**src/cagu_pkg.sv**
```systemverilog
// Purpose: constants and types for the cpu address generation unit
// Assumes: 20-bit address space, 16-bit stack pointer inside the top 64 KB
// Notes: table, window and stack addresses, stack steps and reset values live here
package cagu_pkg;
	localparam int ADDR_W = 20;
	localparam logic [19:0] TABLE_BASE = 20'h00080;
	localparam logic [19:0] TABLE_LAST = 20'h000BF;
	localparam logic [3:0] MIRROR_BANK = 4'hF;
	localparam logic [19:0] SHORT_BASE = 20'hFFE20;
	localparam logic [19:0] SHORT_LAST = 20'hFFF1F;
	localparam logic [19:0] SFR_BASE = 20'hFFF00;
	localparam logic [7:0] SHORT_WRAP = 8'h20;
	localparam logic [15:0] SP_STEP_WORD = 16'h0002;
	localparam logic [15:0] SP_STEP_FRAME = 16'h0004;
	localparam logic [15:0] SP_RESET = 16'hFEE0;
	localparam logic [7:0] CALL_PAD = 8'h00;
	localparam logic [7:0] STATUS_PAD = 8'h00;
	localparam logic [7:0] STATUS_RESET = 8'h06;
	localparam logic [19:0] PC_RESET = 20'h00000;
	localparam logic [1:0] THIRD_PAIR_SEL = 2'h3;

	// branch target forms
	typedef enum logic [1:0] {CAGU_BR_REL, CAGU_BR_IMM, CAGU_BR_TABLE, CAGU_BR_REG} cagu_br_t;
	// operand address forms
	typedef enum logic [2:0] {CAGU_OP_DIRECT, CAGU_OP_SHORT, CAGU_OP_SFR, CAGU_OP_INDIRECT,
		CAGU_OP_BASED, CAGU_OP_INDEXED} cagu_op_t;
	// base sources for based operands
	typedef enum logic [1:0] {CAGU_BASE_PAIR, CAGU_BASE_STACK, CAGU_BASE_IMM} cagu_base_t;
	// stack sequences
	typedef enum logic [2:0] {CAGU_STK_PUSH, CAGU_STK_POP, CAGU_STK_CALL, CAGU_STK_RET,
		CAGU_STK_INT, CAGU_STK_IRET} cagu_stk_t;
endpackage

```
**src/cagu_top.sv**
```systemverilog
// Purpose: address generation unit: branch targets, operand addresses, stack frames
// Assumes: memory answers a read in the cycle after the request
// Notes: one stack byte moves per cycle
// Behaviour
// - relative branch adds signed 8 or 16 bit displacement to next address
// - immediate target loads 20 bits; 16-bit form zeroes top four bits
// - table call picks entry in 0080H..00BFH, loads two bytes as pc
// - table call targets stay below 10000H, upper pc bits zero
// - register direct target is code bank over selected pair
// - 3-bit field picks byte register, 2-bit field picks pair
// - direct operand maps into F0000H..FFFFFH, or data bank when prefixed
// - short direct reaches FFE20H..FFF1FH only, word form even
// - special register operand reaches FFF00H..FFFFFH, word form even
// - register indirect uses pair, top bits F or data bank
// - based operand adds byte or word offset to pair, stack or immediate
// - based indexed adds selected byte register to third pair
// - stack lives only in internal RAM, stack pointer addresses it
// - push writes high at sp-1, low at sp-2, sp minus two
// - pop reads low at sp, high at sp+1, sp plus two
// - call writes 00H, pc high, mid, low downward, sp minus four
// - return reads pc low, mid, high upward, sp plus four
// - interrupt or break writes status, pc high, mid, low, sp minus four
// - interrupt or break return restores frame, sp plus four
`timescale 1ns/1ps
module cagu_top (
	// clock and reset
	input wire logic clk_in,
	input wire logic reset_n_in,
	// branch request
	input wire logic branch_in,
	input wire cagu_pkg::cagu_br_t branch_form_in,
	input wire logic imm_wide_in,
	input wire logic disp_wide_in,
	input wire logic [19:0] imm20_in,
	input wire logic [15:0] disp_in,
	input wire logic [4:0] table_index_in,
	input wire logic [19:0] next_pc_in,
	input wire logic [3:0] code_bank_in,
	// register file view
	input wire logic [2:0] byte_sel_in,
	input wire logic [1:0] pair_sel_in,
	input wire logic [63:0] bank_regs_in,
	input wire logic [3:0] data_bank_register_in,
	input wire logic [7:0] status_word_in,
	// operand request
	input wire cagu_pkg::cagu_op_t op_form_in,
	input wire cagu_pkg::cagu_base_t base_sel_in,
	input wire logic seg_in,
	input wire logic word_in,
	input wire logic wide_offset_in,
	input wire logic [15:0] imm16_in,
	input wire logic [15:0] offset_in,
	input wire logic [7:0] field_in,
	// stack request
	input wire logic stack_req_in,
	input wire cagu_pkg::cagu_stk_t stack_op_in,
	// memory
	input wire logic [7:0] mem_rdata_in,
	output logic mem_req_out,
	output logic mem_we_out,
	output logic [19:0] mem_addr_out,
	output logic [7:0] mem_wdata_out,
	// results
	output logic [19:0] operand_addr_out,
	output logic [7:0] byte_reg_out,
	output logic [15:0] pair_out,
	output logic [19:0] program_counter_out,
	output logic [15:0] stack_pointer_out,
	output logic [7:0] status_word_out,
	output logic [15:0] pop_data_out,
	output logic status_load_out,
	output logic pair_load_out,
	output logic busy_out,
	output logic done_out
);
	typedef enum logic [1:0] {CAGU_IDLE, CAGU_MOVE, CAGU_WAIT, CAGU_END} cagu_state_t;
	typedef struct packed {
		cagu_state_t state;
		cagu_pkg::cagu_stk_t op;
		logic [2:0] step;
		logic [2:0] last;
		logic [19:0] pc;
		logic [15:0] sp;
		logic [15:0] base_sp;
		logic [7:0] status;
		logic [23:0] frame;
		logic req;
		logic we;
		logic [19:0] addr;
		logic [7:0] wdata;
		logic rd_pending;
		logic [2:0] rd_step;
		logic done;
		logic status_load;
		logic pair_load;
		logic [15:0] pop_data;
		logic table_fetch;
	} cagu_state_s_t;
	cagu_state_s_t r;
	cagu_state_s_t next_r;

	logic [15:0] pair_val;
	logic [7:0] byte_val;
	logic [15:0] third_val;
	logic [7:0] index_byte;
	logic [15:0] disp_ext;
	logic [15:0] push_pair;

	// byte registers X A C B E D L H sit at bank_regs_in[8*i +: 8]
	always_comb begin
		byte_val = bank_regs_in[{byte_sel_in, 3'h0} +: 8];
		pair_val = bank_regs_in[{pair_sel_in, 4'h0} +: 16];
		third_val = bank_regs_in[{cagu_pkg::THIRD_PAIR_SEL, 4'h0} +: 16];
		index_byte = byte_val;
		disp_ext = disp_wide_in ? disp_in : {{8{disp_in[7]}}, disp_in[7:0]};
		push_pair = pair_val;
	end

	cagu_operand u_operand (
		.form_in(op_form_in),
		.base_sel_in(base_sel_in),
		.seg_in(seg_in),
		.word_in(word_in),
		.wide_offset_in(wide_offset_in),
		.imm16_in(imm16_in),
		.offset_in(offset_in),
		.field_in(field_in),
		.pair_in(pair_val),
		.third_pair_in(third_val),
		.index_byte_in(index_byte),
		.stack_pointer_in(r.sp),
		.data_bank_register_in(data_bank_register_in),
		.addr_out(operand_addr_out)
	);

	// status push is requested with the accumulator slot and seg_in high
	logic status_push;
	assign status_push = seg_in && (pair_sel_in == 2'h0);

	// byte to write at a given step of a descending frame
	function automatic logic [7:0] frame_byte(input cagu_pkg::cagu_stk_t op, input logic [2:0] step,
		input logic [19:0] pc, input logic [7:0] st, input logic [15:0] pr);
		logic [7:0] b;
		b = 8'h00;
		if (op == cagu_pkg::CAGU_STK_PUSH) begin
			if (step == 3'd0)
				b = (pair_sel_in == 2'h0 && status_push) ? st : pr[15:8];
			else
				b = status_push ? cagu_pkg::STATUS_PAD : pr[7:0];
		end else begin
			unique case (step)
				3'd0: b = (op == cagu_pkg::CAGU_STK_CALL) ? cagu_pkg::CALL_PAD : st;
				3'd1: b = {4'h0, pc[19:16]};
				3'd2: b = pc[15:8];
				default: b = pc[7:0];
			endcase
		end
		return b;
	endfunction

	always_comb begin
		next_r = r;
		next_r.req = 1'b0;
		next_r.we = 1'b0;
		next_r.done = 1'b0;
		next_r.status_load = 1'b0;
		next_r.pair_load = 1'b0;
		next_r.rd_pending = r.req && !r.we;
		next_r.rd_step = r.step;
		// capture read data one cycle after its request
		if (r.rd_pending) begin
			unique case (r.op)
				cagu_pkg::CAGU_STK_POP: begin
					if (r.rd_step == 3'd1)
						next_r.pop_data[7:0] = mem_rdata_in;
					else if (r.status_load)
						next_r.status = mem_rdata_in;
					else
						next_r.pop_data[15:8] = mem_rdata_in;
				end
				default: begin
					unique case (r.rd_step)
						3'd1: next_r.frame[7:0] = mem_rdata_in;
						3'd2: next_r.frame[15:8] = mem_rdata_in;
						3'd3: next_r.frame[23:16] = mem_rdata_in;
						default: next_r.status = mem_rdata_in;
					endcase
				end
			endcase
		end
		unique case (r.state)
			CAGU_IDLE: begin
				if (branch_in) begin
					unique case (branch_form_in)
						cagu_pkg::CAGU_BR_REL: next_r.pc = next_pc_in + {{4{disp_ext[15]}}, disp_ext};
						cagu_pkg::CAGU_BR_IMM: next_r.pc = imm_wide_in ? imm20_in : {4'h0, imm20_in[15:0]};
						cagu_pkg::CAGU_BR_REG: next_r.pc = {code_bank_in, pair_val};
						cagu_pkg::CAGU_BR_TABLE: begin
							// fetch target from table, then push the return frame
							next_r.table_fetch = 1'b1;
							next_r.frame = {4'h0, next_pc_in};
							next_r.state = CAGU_MOVE;
							next_r.op = cagu_pkg::CAGU_STK_POP;
							next_r.step = 3'd0;
							next_r.last = 3'd2;
						end
						default: next_r.pc = r.pc;
					endcase
				end else if (stack_req_in) begin
					next_r.op = stack_op_in;
					next_r.step = 3'd0;
					next_r.base_sp = r.sp;
					next_r.frame = {4'h0, next_pc_in};
					next_r.state = CAGU_MOVE;
					unique case (stack_op_in)
						cagu_pkg::CAGU_STK_PUSH, cagu_pkg::CAGU_STK_POP: next_r.last = 3'd2;
						cagu_pkg::CAGU_STK_RET: next_r.last = 3'd3;
						default: next_r.last = 3'd4;
					endcase
					next_r.status_load = status_push && stack_op_in == cagu_pkg::CAGU_STK_POP;
				end
			end
			CAGU_MOVE: begin
				next_r.req = 1'b1;
				next_r.step = r.step + 3'd1;
				next_r.status_load = r.status_load;
				if (r.table_fetch) begin
					next_r.addr = cagu_pkg::TABLE_BASE + {14'h0000, table_index_in, 1'b0} + {17'h0, r.step};
				end else unique case (r.op)
					cagu_pkg::CAGU_STK_PUSH, cagu_pkg::CAGU_STK_CALL, cagu_pkg::CAGU_STK_INT: begin
						next_r.we = 1'b1;
						next_r.addr = {cagu_pkg::MIRROR_BANK, r.base_sp - {13'h0000, r.step} - 16'h0001};
						next_r.wdata = frame_byte(r.op, r.step, r.frame[19:0], status_word_in, push_pair);
					end
					cagu_pkg::CAGU_STK_POP: begin
						next_r.addr = {cagu_pkg::MIRROR_BANK, r.base_sp + {13'h0000, r.step}};
						if (r.status_load && r.step == 3'd0)
							next_r.req = 1'b0;
					end
					default: next_r.addr = {cagu_pkg::MIRROR_BANK, r.base_sp + {13'h0000, r.step}};
				endcase
				if (r.step + 3'd1 == r.last)
					next_r.state = CAGU_WAIT;
			end
			CAGU_WAIT: begin
				next_r.state = CAGU_END;
				// status pop must still steer its byte in the next cycle
				next_r.status_load = r.status_load;
			end
			CAGU_END: begin
				next_r.state = CAGU_IDLE;
				next_r.done = 1'b1;
				if (r.table_fetch) begin
					next_r.table_fetch = 1'b0;
					// high table byte is on the bus in this cycle
					next_r.pc = {4'h0, mem_rdata_in, r.pop_data[7:0]};
					next_r.op = cagu_pkg::CAGU_STK_CALL;
					next_r.base_sp = r.sp;
					next_r.step = 3'd0;
					next_r.last = 3'd4;
					next_r.state = CAGU_MOVE;
					next_r.done = 1'b0;
				end else unique case (r.op)
					cagu_pkg::CAGU_STK_PUSH: next_r.sp = r.sp - cagu_pkg::SP_STEP_WORD;
					cagu_pkg::CAGU_STK_POP: begin
						next_r.sp = r.sp + cagu_pkg::SP_STEP_WORD;
						next_r.pair_load = !r.status_load;
						next_r.status_load = r.status_load;
					end
					cagu_pkg::CAGU_STK_CALL, cagu_pkg::CAGU_STK_INT:
						next_r.sp = r.sp - cagu_pkg::SP_STEP_FRAME;
					cagu_pkg::CAGU_STK_RET: begin
						next_r.sp = r.sp + cagu_pkg::SP_STEP_FRAME;
						// top frame byte is on the bus in this cycle
						next_r.pc = {mem_rdata_in[3:0], r.frame[15:0]};
					end
					default: begin
						next_r.sp = r.sp + cagu_pkg::SP_STEP_FRAME;
						next_r.pc = r.frame[19:0];
						next_r.status_load = 1'b1;
					end
				endcase
			end
		endcase
		// table entries land in pop_data while fetching
		if (r.table_fetch && r.rd_pending) begin
			if (r.rd_step == 3'd1)
				next_r.pop_data[7:0] = mem_rdata_in;
			else
				next_r.pop_data[15:8] = mem_rdata_in;
		end
		// returned frame byte 2 holds pc 19..16 in its low nibble
		if (r.rd_pending && r.rd_step == 3'd3 && !r.table_fetch && r.op != cagu_pkg::CAGU_STK_POP)
			next_r.frame[19:16] = mem_rdata_in[3:0];
	end

	always_ff @(posedge clk_in or negedge reset_n_in) begin
		if (!reset_n_in) begin
			r <= '0;
			r.sp <= cagu_pkg::SP_RESET;
			r.status <= cagu_pkg::STATUS_RESET;
			r.pc <= cagu_pkg::PC_RESET;
		end else begin
			r <= next_r;
		end
	end

	assign mem_req_out = r.req;
	assign mem_we_out = r.we;
	assign mem_addr_out = r.addr;
	assign mem_wdata_out = r.wdata;
	assign byte_reg_out = byte_val;
	assign pair_out = pair_val;
	assign program_counter_out = r.pc;
	assign stack_pointer_out = r.sp;
	assign status_word_out = r.status;
	assign pop_data_out = r.pop_data;
	assign status_load_out = r.status_load && r.done;
	assign pair_load_out = r.pair_load;
	assign busy_out = r.state != CAGU_IDLE;
	assign done_out = r.done;

	// ==========================================
	// checks
	property p_push_sp;
		@(posedge clk_in) disable iff (!reset_n_in)
		(r.state == CAGU_END && r.op == cagu_pkg::CAGU_STK_PUSH && !r.table_fetch) |=> (r.sp == $past(r.sp) - 16'h0002);
	endproperty
	a_push_sp: assert property (p_push_sp) else $error("push step wrong");
	property p_frame_sp;
		@(posedge clk_in) disable iff (!reset_n_in)
		(r.state == CAGU_END && !r.table_fetch && (r.op == cagu_pkg::CAGU_STK_CALL || r.op == cagu_pkg::CAGU_STK_INT))
			|=> (r.sp == $past(r.sp) - 16'h0004);
	endproperty
	a_frame_sp: assert property (p_frame_sp) else $error("frame step wrong");
	property p_ret_sp;
		@(posedge clk_in) disable iff (!reset_n_in)
		(r.state == CAGU_END && r.op == cagu_pkg::CAGU_STK_RET) |=> (r.sp == $past(r.sp) + 16'h0004);
	endproperty
	a_ret_sp: assert property (p_ret_sp) else $error("return step wrong");
	property p_stack_bank;
		@(posedge clk_in) disable iff (!reset_n_in)
		(mem_req_out && !r.table_fetch) |-> (mem_addr_out[19:16] == 4'hF);
	endproperty
	a_stack_bank: assert property (p_stack_bank) else $error("stack outside ram");
	property p_table_range;
		@(posedge clk_in) disable iff (!reset_n_in)
		(mem_req_out && r.table_fetch) |-> (mem_addr_out >= cagu_pkg::TABLE_BASE && mem_addr_out <= cagu_pkg::TABLE_LAST);
	endproperty
	a_table_range: assert property (p_table_range) else $error("table address out of range");
	property p_short_range;
		@(posedge clk_in) disable iff (!reset_n_in)
		(op_form_in == cagu_pkg::CAGU_OP_SHORT)
			|-> (operand_addr_out >= cagu_pkg::SHORT_BASE && operand_addr_out <= cagu_pkg::SHORT_LAST);
	endproperty
	a_short_range: assert property (p_short_range) else $error("short address out of range");
	property p_sfr_even;
		@(posedge clk_in) disable iff (!reset_n_in)
		(op_form_in == cagu_pkg::CAGU_OP_SFR && word_in) |-> (operand_addr_out[0] == 1'b0 && operand_addr_out[19:8] == 12'hFFF);
	endproperty
	a_sfr_even: assert property (p_sfr_even) else $error("sfr word address odd");
	property p_imm16;
		@(posedge clk_in) disable iff (!reset_n_in)
		(!busy_out && branch_in && branch_form_in == cagu_pkg::CAGU_BR_IMM && !imm_wide_in)
			|=> (program_counter_out[19:16] == 4'h0);
	endproperty
	a_imm16: assert property (p_imm16) else $error("upper pc bits not cleared");
	c_call: cover property (@(posedge clk_in) disable iff (!reset_n_in) r.state == CAGU_END && r.op == cagu_pkg::CAGU_STK_CALL);
	c_iret: cover property (@(posedge clk_in) disable iff (!reset_n_in) r.state == CAGU_END && r.op == cagu_pkg::CAGU_STK_IRET);
	c_table: cover property (@(posedge clk_in) disable iff (!reset_n_in) r.table_fetch && mem_req_out);
endmodule

```
**src/cagu_operand.sv**
```systemverilog
// Purpose: combinational operand address former
// Assumes: register values supplied by the caller
// Notes: no state; pure address arithmetic
`timescale 1ns/1ps
module cagu_operand (
	// request
	input wire cagu_pkg::cagu_op_t form_in,
	input wire cagu_pkg::cagu_base_t base_sel_in,
	input wire logic seg_in,
	input wire logic word_in,
	input wire logic wide_offset_in,
	input wire logic [15:0] imm16_in,
	input wire logic [15:0] offset_in,
	input wire logic [7:0] field_in,
	// register values
	input wire logic [15:0] pair_in,
	input wire logic [15:0] third_pair_in,
	input wire logic [7:0] index_byte_in,
	input wire logic [15:0] stack_pointer_in,
	input wire logic [3:0] data_bank_register_in,
	// result
	output logic [19:0] addr_out
);
	logic [15:0] low;
	logic [15:0] base;
	logic [15:0] offs;
	logic [3:0] bank;
	logic [7:0] fld;
	always_comb begin
		fld = word_in ? {field_in[7:1], 1'b0} : field_in;
		bank = seg_in ? data_bank_register_in : cagu_pkg::MIRROR_BANK;
		unique case (base_sel_in)
			cagu_pkg::CAGU_BASE_STACK: base = stack_pointer_in;
			cagu_pkg::CAGU_BASE_IMM: base = imm16_in;
			default: base = pair_in;
		endcase
		offs = wide_offset_in ? offset_in : {8'h00, offset_in[7:0]};
		low = 16'h0000;
		addr_out = 20'h00000;
		unique case (form_in)
			cagu_pkg::CAGU_OP_DIRECT: addr_out = {bank, imm16_in};
			cagu_pkg::CAGU_OP_SHORT: begin
				// field below 20H wraps to the top of the window
				if (fld < cagu_pkg::SHORT_WRAP)
					addr_out = cagu_pkg::SFR_BASE + {12'h000, fld};
				else
					addr_out = {12'hFFE, fld};
			end
			cagu_pkg::CAGU_OP_SFR: addr_out = cagu_pkg::SFR_BASE | {12'h000, fld};
			cagu_pkg::CAGU_OP_INDIRECT: addr_out = {bank, pair_in};
			cagu_pkg::CAGU_OP_BASED: begin
				low = base + offs;
				addr_out = {bank, low};
			end
			cagu_pkg::CAGU_OP_INDEXED: begin
				low = third_pair_in + {8'h00, index_byte_in};
				addr_out = {bank, low};
			end
			default: addr_out = 20'h00000;
		endcase
	end
endmodule

```
**config.mk**
```make
export PLATFORM = sky130hd
export DESIGN_NAME = cagu_top
export DESIGN_NICKNAME = d
export VERILOG_FILES = /design/src/cagu_pkg.sv /design/src/cagu_top.sv /design/src/cagu_operand.sv
export SDC_FILE = /design/constraint.sdc
export NUM_CORES = 1
export LEC_CHECK = 0
export ABC_CLOCK_PERIOD_IN_PS = 16219
export BUFFER_PORTS_ARGS = -buffer_cell sky130_fd_sc_hd__buf_2
export CAP_MARGIN = 20
export CORE_MARGIN = 5
export CORE_UTILIZATION = 59
export DETAILED_ROUTE_END_ITERATION = 6
export PLACE_DENSITY_LB_ADDON = 0.05
export RECOVER_POWER = 25
export SYNTH_ARGS = -nofsm -noshare
export SYNTH_HDL_FRONTEND = slang
export SYNTH_SLANG_ARGS = --single-unit
```
**constraint.sdc**
```tcl
create_clock -name clk_in -period 16.22 [get_ports clk_in]
set_input_delay 3.244 -clock clk_in [delete_from_list [all_inputs] [get_ports clk_in]]
set_output_delay 3.244 -clock clk_in [all_outputs]
set_load 0.03 [all_outputs]
```
==> impl_metrics.csv <==
group,metric,value,unit
setup_path,r2r_cells,8,
sta,grt_setup_unrepaired,"no",
setup_path,startpoint_type,"input pin",
setup_path,crit_type,"input pin to primary output",
global_routing,grt.total_usage,35.3,%
sta,max_freq,0.0981,GHz
min_path,hold_path.class,"register to register",
clocking,root_buffer,"clkbuf_16",
route,firstDrtPassIters,7,
final_layout,fin_cells,2069,
min_path,holdPathStages,1,
setup_path,crit_required,12.98,ns
setup_path,setup.worst_path.start,"pair_sel_in[0]",
route,drt-initial-drc-count,1137,
pwr,p_leak,7.22,nW
sta,worst_clock_skew,0.0169,ns
floorplan,core_area,22600,um^2
synth,syn_nets,1859,
clocking,cts_tree,"yes",
sta,timing.final.crit_share,62.8,%
synth,syn_inst,1553,
place,placed_cells,2035,
route,wl_per_cell,22.7,um
final_layout,nets,2075,
setup_path,end_kind,"primary output",
global_routing,antenna_found_initial,11,
clocking,postCtsSetupBuffers,0,
place,io_buffer_count,349,
sta,min_period,10.19,ns
global_routing,grt_pass1_vias,13000,
sta,finalMaxSlewViolations,128,
setup_path,path_buf_inv,3,
synth,synth_area_leaders,"dfrtp_1 24%, ha_1 7.9%, mux4_2 5.7%, mux2_2 5.2%, buf_4 5.0%",
setup_path,reg2reg_from,"r[0]",
sta,finalHoldViolCount,0,
floorplan,die_h,161,um
clocking,htreeDepth,4,
clocking,path_clk_slew,0.06,ns
synth,synth_top_area_share,23.7,%
synth,syn_area_per_cell,8.70,um^2
setup_path,worst_path_most_repeated_cell,"buf_2",
setup_path,r2r_slack,11.48,ns
sta,whs,0.451,ns
synth,ys_async_sr_fraction,100,%
sta,fin_tns_setup,0,ns
floorplan,rows,55,
setup_path,max_stage_delay,0.66,ns
run,maxCapViolCount,2,
floorplan,die_w,161,um
synth,synth_area,13500,um^2
setup_path,critical_path.top_delay_family,"compound AO/OA/AOI/OAI gates",
status,run_status,"finished, violations left",
setup_path,path_cells,"buf_2 -> mux4_2 -> nand2_1 -> o21ai_0 -> ha_1 -> inv_1 -> fa_1 -> and3b_1 -> o21ai_1 -> a21oi_1 -> o21a_1 -> o41ai_2 -> nand2b_1 -> mux2i_1 -> o221ai_1 -> buf_2",
route,drcViolationCount,0,
final_layout,layout-drive-gt1-share,28.5,%
route,route.vias.total,13100,
min_path,min_from,"mem_we_out",
floorplan,die_area,26000,um^2
place,gp_congestion,0.986,
synth,yosysTopAreaCell,"dfrtp_1",
sta,setup_violations,0,
synth,ys_types,79,
clocking,clk_path_buf_depth,2,
clocking,cts_sinks,140,
route,routed_wl,47000,um
floorplan,num_io_pins,351,
synth,synth_seq_cells,140,
synth,synth_edf_count,0,
final_layout,fin_area,15300,um^2
setup_path,crit_path_max_fanout,17,
clocking,hold_buffers,0,
sta,tightest_slew,4.71,ns
pwr,irDropWorstVdd,0.160,mV
pwr,powerDensity,190,nW/um^2
status,failed_checks,"max-capacitance violations, max-slew violations",
route,routed_via_density,6.34,
global_routing,grt_max_degree,89,
floorplan,start_util,59.8,%
global_routing,grt_first_pass_wirelength,72500,um
clocking,clk-insertion-delay-late,0.44,ns
final_layout,area_growth_syn_to_layout,13.0,%
place,placed_cell_area,14700,um^2
global_routing,grt_overflow_total,0,
setup_path,critPathArrivalTime,6.95,ns
sta,max_slew_margin,-214,%
place,dp_hpwl,37300,um
synth,ys.flop_type,"dfrtp_1",
setup_path,r2r-end,"program_counter_out[15]",
clocking,numCtsBuffers,17,
min_path,whs_endpoint,"r[23]",
synth,ys_seq_area_share,26.1,%
clocking,ctsResizeCount,0,
final_layout,utilization,67.6,%
setup_path,cp_slowest_cell,"mux4_2",
synth,ys.warnings.count,0,
route,ant_nets,0,
-- per-layer routing --
metal  up-vias  GRT usage, %  share of wire [%]
li1       6016             -                  -
met1      6263          46.0                 39
met2       673          56.4                 46
met3       140          9.80                 10
met4        20          13.3                4.0
met5         -             0               0.27
-- cell usage after synthesis (34+ instances only) --
| cell type | instances |
|---|---|
| a21o_1 | 38 |
| a21oi_1 | 107 |
| buf_4 | 90 |
| clkbuf_1 | 46 |
| dfrtp_1 | 128 |
| ha_1 | 85 |
| inv_1 | 48 |
| mux2_2 | 62 |
| mux2i_1 | 62 |
| mux4_2 | 34 |
| nand2_1 | 155 |
| nor2_1 | 118 |
| o21ai_0 | 125 |
| xnor2_1 | 51 |
-- area by class of cell --
type                       count  area, um^2
inverter                      48         180
tap                          285         357
timing repair buffer         357        1790
antenna                        2        5.00
sequential                   140        3520
clock inverter                15         170
multi-input combinational   1205        8820
fill                        1992        7310
clock buffer                  17         425
-- registers in the layout (all words and copies together) (netlist names), 3 cells and up --
| register | flops |
|---|---|
| mem_wdata_out | 8 |
| program_counter_out | 20 |
| status_word_out | 8 |
| stack_pointer_out | 15 |
| r | 49 |
| mem_addr_out | 17 |
| next_r | 3 |
| pop_data_out | 16 |
-- power breakdown --
part           switching (W)  internal [W]  leakage [nW]
clock               0.000178      0.000220         0.287
combinational        0.00110      0.000696          5.24
sequential          0.000177      0.000525          1.69
total                0.00145       0.00144          7.22
-- per-stage QoR --
stage,setup slack [ns],total power [W]
floorplan,5.94,0.00214
global placement,6.11,0.00244
detailed placement,6.04,0.00248
CTS,6.01,0.00289
global route,5.70,0.00311
finish,6.03,0.00289
-- worst max path at each step --
stage	depth (start not counted)	end	slack, ns
5_1_grt	16	operand_addr_out[12]	5.70
3_5_place_dp	16	operand_addr_out[12]	6.04
4_1_cts	16	operand_addr_out[12]	6.01
2_1_floorplan	14	operand_addr_out[10]	5.94
6_report	16	operand_addr_out[12]	6.03
3_3_place_gp	16	operand_addr_out[12]	6.11
-- cells by family (layout without fill, tap and decap cells) --
group | count (synthesis) | count (layout) | share of synthesized area, %
mux | 158 | 158 | 15.4
fa+ha+maj | 93 | 93 | 9.06
xor+xnor | 78 | 78 | 5.06
buf+inv | 208 | 437 | 8.64
flops | 140 | 140 | 26.1
simple gates | 431 | 431 | 15.0
compound gates | 444 | 444 | 20.7
other cells | 1 | 3 | 0.0278
-- placed cells by master, fill, tap and decap left out, types with 11 or more instances in the layout --
cell,instances
a211oi_1,21
a21o_1,38
a21oi_1,106
a22oi_1,20
a31oi_1,15
and2_1,14
buf_2,340
clkbuf_1,11
clkbuf_16,17
dfrtp_1,128
dfstp_2,12
ha_1,85
inv_1,48
mux2_2,62
mux2i_1,62
mux4_2,34
nand2_1,156
nand2b_1,18
nand3_1,20
nor2_1,119
nor2b_1,25
nor3_1,16
o21a_1,12
o21ai_0,126
o22ai_1,19
or3_1,11
xnor2_1,51
xor2_1,27
Note: power is estimated with default switching activity, not from simulation.
